==> src/supervision_defines.svh <==
// constants of the enable and internal supervision block: offsets, fields,
// reset values and timing counts; included by the package and the top.
// Notes on behaviour
// - enable high is valid, low disables
// - enable falling edge raises class A event
// - enable rising clears faults in halt modes
// - other errors may keep device disabled
// - raw enable level and validity readable
// - dies exchange lifesigns, check arrival window
// - lifesign error resets both, asserts class B
// - communication loss sets both sticky flags
// - live secondary ready bit beside sticky flags
// - monitor reference pins and oscillator timing
// - primary reference fault holds primary, reset_ready
// - secondary reference fault: turn-off, then reset
// - configuration registers parity protected, checked continuously
// - primary parity: hold, reset_ready, class B
// - secondary parity: turn-off, reset while present
// - primary parity keeps reset_ready low forever
// - primary oscillator dead: primary held, bus refused
// - secondary oscillator dead: class B, loss, ready 0
// - operable secondary commands gate off, disable works
// - fault and reset_ready outputs are active low
// - every reset event enters default reset mode
// - class A output only on halt transition
`ifndef SUPERVISION_DEFINES_SVH
`define SUPERVISION_DEFINES_SVH

// register byte offsets
`define SUP_OFS_CTRL    8'h00
`define SUP_OFS_STATUS  8'h04
`define SUP_OFS_ERRORS  8'h08
`define SUP_OFS_PCFG    8'h0c
`define SUP_OFS_SCFG    8'h10

// control register fields (write one to act)
`define SUP_CTRL_GO       0
`define SUP_CTRL_MODE_TWO 1
`define SUP_CTRL_CLR_PRIM 2
`define SUP_CTRL_CLR_SEC  3
`define SUP_CTRL_INJ_PRIM 4
`define SUP_CTRL_INJ_SEC  5

// reset values
`define SUP_CFG_RESET   8'h00
`define SUP_PINS_RESET  6'h00

// timing counts: dividers in pclk cycles per tick, lifesign period and window in ticks of each die's oscillator
`define SUP_PRIM_DIV    4
`define SUP_SEC_DIV     4
`define SUP_LS_PERIOD   16
`define SUP_LS_WINDOW   24

`endif

==> src/supervision_pkg.sv <==
// types shared by the supervision block: operating modes and carriers.
// assumes supervision_defines.svh sits in the same folder.
`include "supervision_defines.svh"

package supervision_pkg;

  // operating modes of the primary control state machine
  typedef enum logic [2:0] {
    default_reset_mode,
    active_mode_one,
    class_a_halt_mode_one,
    active_mode_two,
    class_a_halt_mode_two
  } mode_e;

  // filtered pin levels, bit order fixed by the synchroniser
  typedef struct packed {
    logic enable_pin_level;
    logic disable_level;
    logic prim_ref_fault;
    logic sec_ref_fault;
    logic prim_osc_ok;
    logic sec_osc_ok;
  } pins_s;

  // live status word as read by software
  typedef struct packed {
    logic [20:0] pad;
    mode_e       mode;
    logic        sec_hold;
    logic        prim_hold;
    logic        fault_b;
    logic        fault_a;
    logic        secondary_ready_status;
    logic        enable_valid_flag;
    logic        enable_pin_level;
  } status_s;

endpackage

==> src/supervision_top.sv <==
// enable pin handling and mutual lifesign, reference-pin and parity
// supervision of a two-die gate driver, with an APB register slave.
// assumes pin inputs are asynchronous and each die's oscillator is
// modelled by a tick divider on pclk.
//
// Added by the designer: the APB interface to the registers and the register offsets.
`timescale 1ns/1ps
`default_nettype none
`include "supervision_defines.svh"

module supervision_top #(
  parameter int PRIM_DIV  = `SUP_PRIM_DIV,
  parameter int SEC_DIV   = `SUP_SEC_DIV,
  parameter int LS_PERIOD = `SUP_LS_PERIOD,
  parameter int LS_WINDOW = `SUP_LS_WINDOW
) (
  input  wire logic        pclk,
  input  wire logic        presetn,
  input  wire logic        psel,
  input  wire logic        penable,
  input  wire logic        pwrite,
  input  wire logic [7:0]  paddr,
  input  wire logic [31:0] pwdata,
  input  wire logic [3:0]  pstrb,
  output logic             pready,
  output logic [31:0]      prdata,
  output logic             pslverr,
  input  wire logic        enable_pin,
  input  wire logic        output_disable_input,
  input  wire logic        primary_bias_reference_pin_fault,
  input  wire logic        secondary_bias_reference_pin_fault,
  input  wire logic        primary_oscillator_ok,
  input  wire logic        secondary_oscillator_ok,
  output logic             fault_class_a_n,
  output logic             fault_class_b_n,
  output logic             reset_ready_n,
  output logic             gate_off,
  output logic             output_tristate,
  output logic             emergency_turn_off
);

  // refuse settings the counters cannot serve
  if (PRIM_DIV < 1 || SEC_DIV < 1 || PRIM_DIV > 65535 || SEC_DIV > 65535)
    $error("divider out of range");
  if (LS_PERIOD < 1 || LS_WINDOW <= LS_PERIOD || LS_WINDOW > 65535)
    $error("lifesign window must exceed period");

  // register select, used by read and write paths
  function automatic logic [2:0] reg_sel(input logic [7:0] a);
    if (a == `SUP_OFS_CTRL)        reg_sel = 3'h1;
    else if (a == `SUP_OFS_STATUS) reg_sel = 3'h2;
    else if (a == `SUP_OFS_ERRORS) reg_sel = 3'h3;
    else if (a == `SUP_OFS_PCFG)   reg_sel = 3'h4;
    else if (a == `SUP_OFS_SCFG)   reg_sel = 3'h5;
    else                           reg_sel = 3'h0;
  endfunction

  // three-stage pin synchronisers with agreement filter
  logic [5:0] sync1_q;
  logic [5:0] sync2_q;
  logic [5:0] sync3_q;
  logic [5:0] filt_q;
  wire  [5:0] pin_raw;
  wire  [5:0] filt_d;
  supervision_pkg::pins_s pins;

  assign pin_raw = {enable_pin, output_disable_input,
                    primary_bias_reference_pin_fault,
                    secondary_bias_reference_pin_fault,
                    primary_oscillator_ok, secondary_oscillator_ok};
  assign filt_d = (sync2_q & sync3_q) | (filt_q & (sync2_q ^ sync3_q));
  assign pins   = supervision_pkg::pins_s'(filt_q);

  always_ff @(posedge pclk or negedge presetn) begin
    if (!presetn) begin
      sync1_q <= `SUP_PINS_RESET;
      sync2_q <= `SUP_PINS_RESET;
      sync3_q <= `SUP_PINS_RESET;
      filt_q  <= `SUP_PINS_RESET;
    end else begin
      sync1_q <= pin_raw;
      sync2_q <= sync1_q;
      sync3_q <= sync2_q;
      filt_q  <= filt_d;
    end
  end

  // state
  supervision_pkg::mode_e mode_q, mode_d;
  logic [7:0] pcfg_q;
  logic       pcfg_par_q;
  logic [7:0] scfg_q;
  logic       scfg_par_q;
  logic       prim_par_lock_q;
  logic       en_prev_q;
  logic       fault_a_q;
  logic       fault_b_q;
  logic       prim_loss_q;
  logic       sec_loss_q;
  logic       en_event_q;
  logic       sec_par_seen_q;
  logic       link_up_q;
  logic       eto_src_q;
  logic       rr_q;
  logic       gate_off_q;
  logic       tristate_q;
  logic       eto_q;
  logic [31:0] rdata_q;

  wire enable_valid = pins.enable_pin_level;
  wire en_fall      = en_prev_q & ~pins.enable_pin_level;
  wire en_rise      = ~en_prev_q & pins.enable_pin_level;

  wire prim_par_err = ^{pcfg_q, pcfg_par_q};
  wire sec_par_err  = ^{scfg_q, scfg_par_q};

  wire prim_hold = pins.prim_ref_fault | ~pins.prim_osc_ok | prim_par_lock_q;
  wire sec_hold  = pins.sec_ref_fault | ~pins.sec_osc_ok | sec_par_err;
  wire [1:0] die_run = {~sec_hold, ~prim_hold};

  // lifesign sender and watchdog per die
  wire [1:0] ls_tx;
  wire [1:0] ls_err;
  for (genvar i = 0; i < 2; i++) begin : g_die
    localparam int DIV = (i == 0) ? PRIM_DIV : SEC_DIV;
    localparam logic [15:0] DIV_LAST = 16'(DIV - 1);
    localparam logic [15:0] PER_LAST = 16'(LS_PERIOD - 1);
    localparam logic [15:0] WIN_LAST = 16'(LS_WINDOW - 1);
    logic [15:0] div_q;
    logic [15:0] per_q;
    logic [15:0] wd_q;
    logic        tx_q;
    wire tick = die_run[i] & (div_q == DIV_LAST);
    wire rx   = ls_tx[1 - i];

    assign ls_tx[i]  = tx_q;
    assign ls_err[i] = tick & (wd_q == WIN_LAST) & ~rx;

    // period and window in local ticks
    always_ff @(posedge pclk or negedge presetn) begin
      if (!presetn) begin
        div_q <= 16'h0000;
        per_q <= 16'h0000;
        wd_q  <= 16'h0000;
        tx_q  <= 1'b0;
      end else if (!die_run[i]) begin
        div_q <= 16'h0000;
        per_q <= 16'h0000;
        wd_q  <= 16'h0000;
        tx_q  <= 1'b0;
      end else begin
        div_q <= tick ? 16'h0000 : div_q + 16'h0001;
        tx_q  <= tick & (per_q == PER_LAST);
        if (tick)
          per_q <= (per_q == PER_LAST) ? 16'h0000 : per_q + 16'h0001;
        if (rx || ls_err[i])
          wd_q <= 16'h0000;
        else if (tick)
          wd_q <= wd_q + 16'h0001;
      end
    end
  end

  wire ls_err_any = |ls_err;

  // apb decode
  wire       setup   = psel & ~penable;
  wire       access  = psel & penable;
  wire [2:0] sel     = reg_sel(paddr);
  wire       bad     = (sel == 3'h0) | prim_hold;
  wire       wr      = access & pwrite & ~bad & pstrb[0];
  wire       wr_ctrl = wr & (sel == 3'h1);
  wire       go      = wr_ctrl & pwdata[`SUP_CTRL_GO];
  wire       clr_p   = wr_ctrl & pwdata[`SUP_CTRL_CLR_PRIM];
  wire       clr_s   = wr_ctrl & pwdata[`SUP_CTRL_CLR_SEC];
  wire       halted  = (mode_q == supervision_pkg::class_a_halt_mode_one) |
                       (mode_q == supervision_pkg::class_a_halt_mode_two);
  wire       active  = (mode_q == supervision_pkg::active_mode_one) |
                       (mode_q == supervision_pkg::active_mode_two);
  wire       to_halt = en_fall & active;
  wire       eto_src = pins.sec_ref_fault | sec_par_err | prim_par_lock_q;

  assign pready  = 1'b1;
  assign pslverr = access & bad;
  assign prdata  = rdata_q;

  supervision_pkg::status_s status;
  // raw level and validity reported apart
  assign status = '{pad: 21'h000000, mode: mode_q, sec_hold: sec_hold,
                    prim_hold: prim_hold, fault_b: fault_b_q,
                    fault_a: fault_a_q, secondary_ready_status: link_up_q,
                    enable_valid_flag: enable_valid,
                    enable_pin_level: pins.enable_pin_level};

  wire [31:0] rd_mux =
    (sel == 3'h2) ? 32'(status) :
    (sel == 3'h3) ? {27'h0000000, sec_par_seen_q, prim_par_lock_q,
                     en_event_q, sec_loss_q, prim_loss_q} :
    (sel == 3'h4) ? {24'h000000, pcfg_q} :
    (sel == 3'h5) ? {24'h000000, scfg_q} : 32'h00000000;

  // mode state machine
  always_comb begin
    mode_d = mode_q;
    case (mode_q)
      supervision_pkg::default_reset_mode: begin
        if (go && enable_valid && link_up_q)
          mode_d = pwdata[`SUP_CTRL_MODE_TWO] ?
                   supervision_pkg::active_mode_two :
                   supervision_pkg::active_mode_one;
      end
      supervision_pkg::active_mode_one: begin
        if (en_fall) mode_d = supervision_pkg::class_a_halt_mode_one;
      end
      supervision_pkg::active_mode_two: begin
        if (en_fall) mode_d = supervision_pkg::class_a_halt_mode_two;
      end
      supervision_pkg::class_a_halt_mode_one: begin
        if (go && enable_valid) mode_d = supervision_pkg::active_mode_one;
      end
      supervision_pkg::class_a_halt_mode_two: begin
        if (go && enable_valid) mode_d = supervision_pkg::active_mode_two;
      end
      default: mode_d = supervision_pkg::default_reset_mode;
    endcase
    if (ls_err_any || prim_hold)
      mode_d = supervision_pkg::default_reset_mode;
  end

  // mode, enable history and read data
  always_ff @(posedge pclk or negedge presetn) begin
    if (!presetn) begin
      mode_q    <= supervision_pkg::default_reset_mode;
      en_prev_q <= 1'b0;
      rdata_q   <= 32'h00000000;
    end else begin
      mode_q    <= mode_d;
      en_prev_q <= pins.enable_pin_level;
      if (setup)
        rdata_q <= bad ? 32'h00000000 : rd_mux;
    end
  end

  // configuration words with hardware-made parity
  always_ff @(posedge pclk or negedge presetn) begin
    if (!presetn) begin
      pcfg_q     <= `SUP_CFG_RESET;
      pcfg_par_q <= ^`SUP_CFG_RESET;
      scfg_q     <= `SUP_CFG_RESET;
      scfg_par_q <= ^`SUP_CFG_RESET;
    end else begin
      if (wr && sel == 3'h4) begin
        pcfg_q     <= pwdata[7:0];
        pcfg_par_q <= ^pwdata[7:0];
      end else if (wr_ctrl && pwdata[`SUP_CTRL_INJ_PRIM]) begin
        pcfg_par_q <= ~pcfg_par_q;
      end
      if (wr && sel == 3'h5) begin
        scfg_q     <= pwdata[7:0];
        scfg_par_q <= ^pwdata[7:0];
      end else if (wr_ctrl && pwdata[`SUP_CTRL_INJ_SEC]) begin
        scfg_par_q <= ~scfg_par_q;
      end
    end
  end

  // fault notifications and sticky flags, set beats clear; for the link ready flag, clear beats set
  always_ff @(posedge pclk or negedge presetn) begin
    if (!presetn) begin
      fault_a_q       <= 1'b0;
      fault_b_q       <= 1'b0;
      prim_loss_q     <= 1'b0;
      sec_loss_q      <= 1'b0;
      en_event_q      <= 1'b0;
      sec_par_seen_q  <= 1'b0;
      prim_par_lock_q <= 1'b0;
      link_up_q       <= 1'b0;
    end else begin
      // class A pin only on halt entry
      if (to_halt)
        fault_a_q <= 1'b1;
      // enable return clears in halt only
      else if ((en_rise && halted) || clr_p)
        fault_a_q <= 1'b0;
      if (ls_err_any || prim_par_lock_q || prim_hold)
        fault_b_q <= 1'b1;
      else if ((en_rise && halted) || clr_p)
        fault_b_q <= 1'b0;
      // both loss flags on lifesign error
      if (ls_err_any)
        prim_loss_q <= 1'b1;
      else if (clr_p)
        prim_loss_q <= 1'b0;
      if (ls_err_any)
        sec_loss_q <= 1'b1;
      else if (clr_s)
        sec_loss_q <= 1'b0;
      // falling enable logged as class A
      if (en_fall)
        en_event_q <= 1'b1;
      else if (clr_p)
        en_event_q <= 1'b0;
      if (sec_par_err)
        sec_par_seen_q <= 1'b1;
      else if (clr_s)
        sec_par_seen_q <= 1'b0;
      if (prim_par_err)
        prim_par_lock_q <= 1'b1;
      if (ls_err_any || sec_hold || prim_hold)
        link_up_q <= 1'b0;
      else if (ls_tx[1])
        link_up_q <= 1'b1;
    end
  end

  // pin outputs from flip-flops
  always_ff @(posedge pclk or negedge presetn) begin
    if (!presetn) begin
      rr_q       <= 1'b0;
      gate_off_q <= 1'b1;
      tristate_q <= 1'b0;
      eto_src_q  <= 1'b0;
      eto_q      <= 1'b0;
    end else begin
      rr_q       <= prim_hold;
      gate_off_q <= ~enable_valid | ~active | sec_hold | prim_hold;
      tristate_q <= pins.disable_level & pins.sec_osc_ok;
      eto_src_q  <= eto_src;
      eto_q      <= eto_src & ~eto_src_q;
    end
  end

  assign fault_class_a_n    = ~fault_a_q;
  assign fault_class_b_n    = ~fault_b_q;
  assign reset_ready_n      = ~rr_q;
  assign gate_off           = gate_off_q;
  assign output_tristate    = tristate_q;
  assign emergency_turn_off = eto_q;

  // checks
  property p_halt_entry;
    @(posedge pclk) disable iff (!presetn)
    (en_fall && mode_q == supervision_pkg::active_mode_one && !prim_hold &&
     !ls_err_any) |=> (mode_q == supervision_pkg::class_a_halt_mode_one &&
                       !fault_class_a_n);
  endproperty
  a_halt_entry: assert property (p_halt_entry)
    else $error("enable fall did not halt with class A");

  property p_rise_clear;
    @(posedge pclk) disable iff (!presetn)
    (en_rise && halted) |=> fault_class_a_n;
  endproperty
  a_rise_clear: assert property (p_rise_clear)
    else $error("class A not cleared on enable return");

  property p_fault_a_cause;
    @(posedge pclk) disable iff (!presetn)
    $fell(fault_class_a_n) |-> $past(to_halt);
  endproperty
  a_fault_a_cause: assert property (p_fault_a_cause)
    else $error("class A asserted without halt entry");

  property p_ls_reset;
    @(posedge pclk) disable iff (!presetn)
    ls_err_any |=> (mode_q == supervision_pkg::default_reset_mode &&
                    !fault_class_b_n && prim_loss_q && sec_loss_q &&
                    !link_up_q);
  endproperty
  a_ls_reset: assert property (p_ls_reset)
    else $error("lifesign error reaction missing");

  property p_par_forever;
    @(posedge pclk) disable iff (!presetn)
    prim_par_err |=> ##1 (!reset_ready_n && !fault_class_b_n)[*8];
  endproperty
  a_par_forever: assert property (p_par_forever)
    else $error("reset_ready released after primary parity");

  property p_pref_hold;
    @(posedge pclk) disable iff (!presetn)
    pins.prim_ref_fault |=> !reset_ready_n && pslverr == (psel && penable);
  endproperty
  a_pref_hold: assert property (p_pref_hold)
    else $error("primary reference fault not holding");

  property p_sec_gate;
    @(posedge pclk) disable iff (!presetn)
    (sec_hold || !enable_valid) |=> gate_off;
  endproperty
  a_sec_gate: assert property (p_sec_gate)
    else $error("gate not commanded off");

  property p_wd_bound;
    @(posedge pclk) disable iff (!presetn)
    (die_run[0] && ls_tx[1]) |-> ##[1:1000] (ls_tx[1] || ls_err[0] ||
                                            !die_run[0]);
  endproperty
  a_wd_bound: assert property (p_wd_bound)
    else $error("primary watchdog never concluded");

  property p_eto;
    @(posedge pclk) disable iff (!presetn)
    ($rose(sec_par_err) && !eto_src_q) |=> emergency_turn_off;
  endproperty
  a_eto: assert property (p_eto)
    else $error("no turn-off on secondary parity");

  c_halt:    cover property (@(posedge pclk) disable iff (!presetn)
                             to_halt);
  c_ls_err:  cover property (@(posedge pclk) disable iff (!presetn)
                             ls_err_any);
  c_link_up: cover property (@(posedge pclk) disable iff (!presetn)
                             $rose(link_up_q));

endmodule
`default_nettype wire

==> config.mk <==
export PLATFORM = sky130hd
export DESIGN_NAME = supervision_top
export DESIGN_NICKNAME = d
export VERILOG_FILES = /design/src/supervision_pkg.sv /design/src/supervision_top.sv
export VERILOG_INCLUDE_DIRS = /design/src
export SDC_FILE = /design/constraint.sdc
export NUM_CORES = 1
export LEC_CHECK = 0
export ABC_AREA = 1
export BUFFER_PORTS_ARGS = -buffer_cell sky130_fd_sc_hd__buf_2
export CAP_MARGIN = 20
export CORE_MARGIN = 2
export CORE_UTILIZATION = 50
export CTS_BUF_LIST = sky130_fd_sc_hd__clkbuf_4 sky130_fd_sc_hd__clkbuf_8
export CTS_CLUSTER_SIZE = 24
export DETAILED_ROUTE_END_ITERATION = 8
export PLACE_DENSITY = 0.67
export SLEW_MARGIN = 15
export SYNTH_ARGS = -nofsm -noshare
export SYNTH_HDL_FRONTEND = slang
export SYNTH_SLANG_ARGS = --single-unit
==> constraint.sdc <==
create_clock -name pclk -period 3.5 [get_ports pclk]
set_clock_uncertainty 0.15 [all_clocks]
set_input_delay 0.7 -clock pclk [delete_from_list [all_inputs] [get_ports pclk]]
set_output_delay 0.7 -clock pclk [all_outputs]
set_load 0.01 [all_outputs]
==> results.py, run 1 <==
metrics = {
    "yosys": {
        "ys_ff_latch": 167,
        "yosysWarningCount": 0,
        "avgSynthCellArea_um2": 8.47,
        "synth.distinct_cells": 53,
        "synth_commonest_cells": "nand2_1, dfrtp_1, inv_1",
        "yosysTopAreaCellShare": 0.476,
        "synthCells": 1030,
        "syn_area_mm2": 0.00872,
        "synthTopCellsByArea": "dfrtp_1, nand2_1, inv_1",
        "yosysMostFrequentCell": "nand2_1",
        "yosysSeqAreaShare": 0.479,
        "synth_edf_count": 0,
        "synthFlopType": "dfrtp_1",
        "async_reset_ff_frac": 1.00,
        "synth_top_area_cell": "dfrtp_1",
    },
    "timing": {
        "tns_ps": 0,
        "max_freq_mhz": 374,
        "finalCritPeriodShare": 0.763,
        "grt_setup_unrepaired": "false",
        "setup_viol": 0,
        "finalHoldViolCount": 0,
        "slew_headroom": 0.487,
        "period_minus_slack_ps": 2670,
        "hold_ws_ps": 139,
        "final_max_slew_viol_count": 0,
        "worstMarginPinSlew_ps": 769,
    },
    "setup_path": {
        "critical_path_class": "in2out",
        "timing.rr.end": "g_die[0].wd_q[11]",
        "startpoint_type": "primary input",
        "cp_data_arrival_time_ps": 1820,
        "crit_path_max_fanout": 12,
        "end_kind": "primary output",
        "reg2reg_from": "g_die[0].div_q[0]",
        "worstRegToRegCells": 9,
        "r2r_setup_slack_ps": 1020,
        "cp.required_ps": 2650,
    },
    "global_routing": {
        "grt_max_degree": 85,
        "grt_pass1_vias": 6394,
        "antenna_found_initial": 0,
        "grt_overflow": 0,
        "grt_usage": 0.201,
        "grt_pass1_wl_mm": 29.7,
    },
    "clocking": {
        "cts_root_buffer": "clkbuf_8",
        "numCtsBuffers": 17,
        "cts_sinks": 167,
        "clock_latency_ps": 470,
        "htree_num_levels": 4,
        "cts_hold_buffers": 0,
        "max-clock-path-buffers": 2,
        "cts_tree": "built",
        "cts.repair.resized": 0,
        "postCtsSetupBuffers": 0,
        "clkTransAtPathRegs_ps": 90,
    },
    "finish": {
        "diodes": 0,
        "syn_to_final_growth_pct": 9.13,
        "drive_above_1_share": 0.122,
        "final_nets": 1149,
    },
    "power": {
        "p_sw_frac": 0.252,
        "power_frac_clock": 0.395,
        "power.switching_uw": 901,
        "power.internal_mw": 2.68,
        "seq_power_share": 0.551,
        "p_leak_nw": 4.39,
        "p_comb_frac": 0.054,
        "ir_worst_vdd_mv": 0.254,
        "power_density_mw_per_mm2": 376,
    },
    "drt": {
        "vias_per_cell": 5.09,
        "drc": 0,
        "initialDrtViolationCount": 344,
        "wire_per_inst_um": 12.8,
        "drtAntennaViolNets": 0,
        "routed_wl_mm": 16.9,
        "vias": 6715,
        "drt-pass1-iter-count": 5,
    },
    "floorplan": {
        "num_io_pins": 95,
        "die_height_um": 136,
        "die_x_um": 136,
        "rows": 48,
        "initial_core_util": 0.508,
        "die-area_mm2": 0.0185,
        "core_mm2": 0.0172,
    },
    "place": {
        "gp_congestion": 0.834,
        "io_buffers": 44,
        "place_hpwl_mm": 12.1,
    },
    "run_status": {
        "status": "finished, final reports clean",
    },
    "job": {
        "cap_violations": 0,
    },
    "hold_path": {
        "hold_class": "in2async",
    },
}
## flip-flops by register name, indices dropped and copies added, names as in the netlist, 3 cells and up
signal / count
g_die.wd_q: 32
g_die.per_q: 32
sync3_q: 6
prdata: 10
pcfg_q: 8
g_die.div_q: 32
sync2_q: 6
scfg_q: 8
sync1_q: 6
mode_q: 3
filt_q: 6
## critical path, cell delays in order
cell and delay (ps):
buf_2 100, nor2_1 130, nand2_1 100, nor2_2 100
buf_4 200, nor2_2 70, nand2_1 80, nand2_1 60
inv_2 90, nor2_1 40, buf_2 140
## worst max-delay path by stage
stage	startpoint	end	slack (ps)	depth (start not counted)
finish	paddr[7]	pslverr	830	11
global route	paddr[7]	pslverr	710	11
detailed placement	paddr[7]	pslverr	830	11
floorplan	paddr[1]	pslverr	1260	8
CTS	paddr[7]	pslverr	830	11
global placement	paddr[7]	pslverr	850	11
## power by group through the flow
stage	Clock, mW	Sequential, mW	Combinational [mW]
after global placement	0	2.01	0.195
after CTS	1.46	1.97	0.197
after floorplan	0	2.01	0.123
after detailed placement	0	2.01	0.196
final	1.42	1.97	0.192
after global routing	1.53	1.98	0.225
## cell families after synthesis
family,synth area share
other,0.000861
adder cells (fa/ha/maj),0.0172
flip-flops,0.479
buffers and inverters,0.0918
AND/OR/NAND/NOR,0.263
multiplexers,0.00115
AO/OA/AOI/OAI,0.0890
XOR/XNOR,0.0573
## per-layer routing
layer / global-route usage / routed length, um / vias to the layer above
met3: 0.0421 / 665 / 19
met4: 0.0671 / 244 / 0
li1: - / - / 3455
met5: 0 / 0 / -
met2: 0.313 / 7660 / 93
met1: 0.281 / 8370 / 3148
## layout make-up
class,instances,area [um2]
clock inverter,14,163
clock buffer,18,248
multi-input combinational,704,3820
sequential,167,4180
tap,225,282
timing repair buffer,48,282
inverter,144,544
fill,1648,7660
## layout by cell type (no fill, tap or decap), drive strengths merged, types with 3 or more instances in the layout
cell type,instances
xor2,44
nor2,129
xnor2,13
o21ai,69
inv,147
buf,48
ha,12
clkinv,8
o22ai,17
nor3,25
nand3,76
clkbuf,18
conb,23
nand2,184
nand4,26
nor4,27
nand3b,4
o31ai,3
a21o,6
dfrtp,166
a21oi,27
## stage by stage
step            util  instances  setup WS, ps  instance area (um2)  power [mW]
3_5_place_dp   0.530       1288           834                 9100        2.21
6_report       0.554       1320           829                 9520        3.58
4_1_cts        0.554       1320           830                 9520        3.63
3_3_place_gp   0.530       1288           846                 9100        2.21
5_1_grt        0.554       1320           712                 9520        3.74
2_1_floorplan      -       1051          1260                 8800        2.13
Power figures use the tool's default switching activity.
==> run 2, diff against run 1 <==
- PLACE_DENSITY: 0.67 -> 0.69
- clock period: 3.5 -> 2.2 ns (I/O delays scaled with it)
==> results.py, run 2 (synthesis gave the netlist of run 1 again) <==
metrics = {
    "finish": {
        "postLayoutCoreUtil": 0.576,
        "finish.instance_area_mm2": 0.00989,
        "mostFrequentLayoutCells": "nand2_1, dfrtp_1, inv_1",
        "final_common_cell": "nand2_1",
        "diodes": 0,
        "drive_above_1_share": 0.150,
        "syn_to_final_growth_pct": 13.4,
        "top_regs": "g_die.div_q: 32 flops, g_die.per_q: 32 flops, g_die.wd_q: 32 flops",
        "fill_cells": 1587,
        "final_nets": 1187,
    },
    "timing": {
        "max_freq_mhz": 479,
        "worstMarginPinSlew_ps": 561,
        "fin_ws_ps": 114,
        "period_minus_slack_ps": 2090,
        "tns_ps": 0,
        "finalHoldViolCount": 0,
        "final_max_slew_viol_count": 0,
        "finalCritPeriodShare": 0.948,
        "slew_headroom": 0.623,
        "hold_ws_ps": 103,
        "setup_viol": 0,
    },
    "floorplan": {
        "die_height_um": 136,
        "core_mm2": 0.0172,
        "num_io_pins": 95,
        "die-area_mm2": 0.0185,
        "rows": 48,
        "die_x_um": 136,
        "initial_core_util": 0.508,
    },
    "setup_path": {
        "startpoint_type": "flop",
        "critical_path_class": "reg2reg",
        "end_kind": "flop",
        "startpoint": "g_die[1].div_q[0]",
        "cp_data_arrival_time_ps": 2270,
        "crit_path_max_fanout": 7,
        "cp.required_ps": 2380,
        "reg2reg_from": "g_die[1].div_q[0]",
    },
    "clocking": {
        "cts_sinks": 167,
        "numCtsBuffers": 17,
        "htree_num_levels": 4,
        "clock_latency_ps": 460,
        "cts_tree": "built",
        "cts_root_buffer": "clkbuf_8",
        "clkTransAtPathRegs_ps": 90,
        "max-clock-path-buffers": 2,
    },
    "drt": {
        "wl_met1_mm": 8.31,
        "drc": 0,
        "drtAntennaViolNets": 0,
        "vias": 6950,
        "met2_length_mm": 8.20,
        "drt-pass1-iter-count": 6,
        "routed_wl_mm": 17.4,
        "wire_per_inst_um": 12.8,
        "vias_per_cell": 5.12,
        "initialDrtViolationCount": 470,
        "wl_met3_um": 707,
        "top_layer": "met4",
    },
    "hold_path": {
        "hold_class": "in2reg",
        "hold_start": "pwdata[6]",
    },
    "global_routing": {
        "grt_max_degree": 67,
        "grt_pass1_vias": 6581,
        "grt_usage": 0.201,
        "antenna_found_initial": 0,
        "grt_overflow": 0,
        "grt_pass1_wl_mm": 29.9,
    },
    "place": {
        "place_worst_setup_slack_ps": 51.3,
        "gp_congestion": 0.852,
        "dpl_cell_area_mm2": 0.00927,
        "place_hpwl_mm": 12.9,
        "io_buffers": 44,
    },
    "power": {
        "p_leak_nw": 4.64,
        "ir_worst_vdd_mv": 0.561,
        "power_density_mw_per_mm2": 584,
    },
    "run_status": {
        "status": "finished, final reports clean",
    },
    "job": {
        "cap_violations": 0,
    },
}
run 2: cell count changes in the layout (fill, tap and decap cells not counted), sizes merged:
cell	previous run	this run
dlygate4sd3	0	7
clkinv	8	7
clkbuf	18	17
buf	48	79
clkinvlp	1	0
inv	147	150
run 2: per-stage QoR:
| stage | total power, mW | instances |
|---|---|---|
| 2_1_floorplan | 3.39 | 1051 |
| 3_3_place_gp | 3.53 | 1310 |
| 3_5_place_dp | 3.54 | 1310 |
| 4_1_cts | 5.85 | 1350 |
| 5_1_grt | 6.03 | 1358 |
| 6_report | 5.78 | 1358 |
run 2: repair_timing:
| action | CTS | global route |
|---|---|---|
| pin swaps | 1 | 2 |
| setup endpoints to repair | 1 | 32 |
| endpoints found under the hold margin | 35 | 0 |
| hold buffers | 7 | 0 |
| buffers inserted | 1 | 8 |
| gates resized for setup | 0 | 13 |
run 2: area by class of cell:
type                    instances  area, um2  share of cell area
repair buffers                 86        584              0.0591
inverters                     144        548              0.0554
clock buffers                  17        234              0.0237
flip-flops and latches        167       4180               0.423
well taps                     225        282              0.0285
clock inverters                15        184              0.0186
multi-input cells             704       3880               0.392
run 2: critical path: stages (launching register included):
cell	delay, ps
dfrtp_1	380
ha_1	200
inv_1	90
nor4_4	320
nand2_2	230
buf_4	200
nand2_2	130
buf_4	180
o22ai_1	80
run 2: worst paths after layout:
path	endpoint	slack (ps)	cells past startpoint
max in group asynchronous	g_die[0].div_q[0]	1000	3
worst max-delay path	g_die[1].per_q[7]	110	8
min in group asynchronous	scfg_q[4]	270	2
worst max register to register	g_die[1].per_q[7]	110	8
worst min register to register	sync2_q[1]	210	0
worst min-delay path	scfg_q[6]	100	3
run 2: metal layers:
metal	vias up	track usage
met5	-	0
met4	0	0.0550
met3	15	0.0433
met2	115	0.325
met1	3305	0.275
li1	3515	-
run 2: where the power goes:
part	internal [mW]	switching [mW]
registers	3.11	0.0304
clock network	1.06	1.22
logic	0.118	0.232
==> run 3, diff against run 2 <==
- BUFFER_PORTS_ARGS: -buffer_cell sky130_fd_sc_hd__buf_2 -> not set
- CTS_CLUSTER_SIZE: 24 -> not set
- DONT_BUFFER_PORTS: not set -> 1
- PLACE_DENSITY: 0.69 -> 0.65
==> results.py, run 3 (synthesis gave the netlist of run 1 again) <==
metrics = {
    "drt": {
        "drtAntennaViolNets": 0,
        "wire_per_inst_um": 13.3,
        "vias_per_cell": 5.10,
        "initialDrtViolationCount": 377,
        "drt-pass1-iter-count": 4,
        "drc": 0,
        "vias": 6712,
        "routed_wl_mm": 17.5,
    },
    "floorplan": {
        "rows": 48,
        "die-area_mm2": 0.0185,
        "die_height_um": 136,
        "die_x_um": 136,
        "num_io_pins": 95,
        "initial_core_util": 0.508,
        "core_mm2": 0.0172,
    },
    "power": {
        "power.switching_mw": 1.50,
        "p_sw_frac": 0.263,
        "p_comb_frac": 0.047,
        "power_frac_clock": 0.400,
        "power_density_mw_per_mm2": 588,
        "power.internal_mw": 4.19,
        "seq_power_share": 0.553,
        "ir_worst_vdd_mv": 0.568,
        "p_leak_nw": 4.40,
    },
    "clocking": {
        "max-clock-path-buffers": 2,
        "cts_tree": "built",
        "htree_num_levels": 4,
        "clkTransAtPathRegs_ps": 100,
        "cts_root_buffer": "clkbuf_8",
        "cts_sinks": 167,
        "numCtsBuffers": 17,
        "clock_latency_ps": 460,
        "cts_hold_buffers": 13,
    },
    "global_routing": {
        "grt_usage": 0.203,
        "grt_pass1_wl_mm": 30.3,
        "grt_pass1_vias": 6380,
        "grt_overflow": 0,
        "grt_max_degree": 168,
        "antenna_found_initial": 0,
    },
    "timing": {
        "finalCritPeriodShare": 0.948,
        "max_freq_mhz": 479,
        "setup_viol": 0,
        "grt_setup_unrepaired": "true",
        "final_max_slew_viol_count": 0,
        "fin_ws_ps": 113,
        "finalHoldViolCount": 167,
        "hold_ws_ps": -494,
        "period_minus_slack_ps": 2090,
    },
    "setup_path": {
        "crit_path_cell_trace": "ha_2 > inv_1 > nor4_1 > nand2_1 > nor2_1 > nand2_1 > buf_4 > o32ai_1",
        "crit_path_max_fanout": 8,
        "critical_path_class": "reg2reg",
        "cp_slowest_cell": "dfrtp_1",
        "cp_data_arrival_time_ps": 2300,
        "cp.required_ps": 2410,
        "end_kind": "flop",
        "worstRegToRegCells": 8,
        "cp_common_cell": "nand2_1",
        "cp_slowest_stage_delay_ps": 390,
        "startpoint_type": "flop",
    },
    "place": {
        "place_hpwl_mm": 12.3,
        "io_buffers": 0,
        "dpl_cell_area_mm2": 0.00900,
        "gp_congestion": 0.876,
        "place_worst_setup_slack_ps": 78.8,
        "dp.cells": 1264,
    },
    "finish": {
        "diodes": 0,
        "finish.instance_area_mm2": 0.00967,
        "final_nets": 1145,
        "fin_cells": 1316,
        "drive_above_1_share": 0.120,
        "syn_to_final_growth_pct": 10.9,
        "top_regs": "g_die.div_q: 32 flops, g_die.per_q: 32 flops, g_die.wd_q: 32 flops",
        "final_common_cell": "nand2_1",
        "mostFrequentLayoutCells": "nand2_1, dfrtp_1, inv_1",
    },
    "job": {
        "cap_violations": 0,
    },
    "hold_path": {
        "hold_class": "in2async",
    },
    "run_status": {
        "status": "complete, but fails checks",
        "violations": "negative hold slack",
    },
}
==> run 3: cell count changes in the layout (fill, tap and decap cells not counted), sizes merged <==
cell	delta
bufinv	-1
inv	+5
clkinvlp	+1
dlygate4sd3	+6
clkinv	-5
buf	-48
==> run 3: worst paths after layout <==
check	from	endpoint	slack [ps]
max reg2reg	g_die[0].div_q[1]	g_die[0].per_q[7]	110
min reg2reg	sync1_q[2]	sync2_q[2]	200
min in group pclk	pwdata[4]	pcfg_par_q	30
min	presetn	scfg_q[6]	-490
max in group asynchronous	presetn	g_die[0].div_q[11]	2180
max	g_die[0].div_q[1]	g_die[0].per_q[7]	110
==> run 3: routing by layer <==
metal | share of wire | track usage | vias to the layer above
met2 | 0.45 | 0.313 | 113
met4 | 0.012 | 0.0475 | 0
li1 | - | - | 3427
met5 | 0 | 0 | -
met3 | 0.038 | 0.0440 | 16
met1 | 0.50 | 0.293 | 3156
==> run 3: critical path: cells and delay by family (launching register included) <==
family	cells	cell delay [ps]
AOI/OAI and AO/OA	1	230
adders and majority gates	1	230
buffers and inverters	2	260
DFF	1	390
and+or+nand+nor	4	740
==> run 3: power by group through the flow <==
stage / Clock (mW) / Sequential (mW) / Combinational (mW)
after floorplan: 0 / 3.20 / 0.196
after global placement: 0 / 3.20 / 0.233
after detailed placement: 0 / 3.20 / 0.234
after CTS: 2.35 / 3.14 / 0.254
after global routing: 2.48 / 3.15 / 0.303
final: 2.28 / 3.14 / 0.268
==> run 3: per-stage QoR <==
stage           util  power (mW)  hold slack (ps)  setup TNS (ps)
3_5_place_dp   0.524        3.44            0.134               0
2_1_floorplan      -        3.39            -5.59               0
6_report       0.563        5.68             -494               0
4_1_cts        0.555        5.75             -520               0
3_3_place_gp   0.524        3.43          -0.0913               0
5_1_grt        0.563        5.93             -523            -185
==> run 3: final cells by class <==
cell class,instances,area (um2)
Clock inverter,15,169
Clock buffer,17,234
Inverter,144,548
Timing Repair Buffer,44,363
Sequential cell,167,4180
Tap cell,225,282
Fill cell,1590,7500
Multi-Input combinational cell,704,3900
==> run 3: what timing repair did <==
item	CTS	global route
resized for setup	1	19
pin swaps	0	3
buffers inserted	0	7
setup endpoints to repair	1	48
hold endpoints to repair	187	167
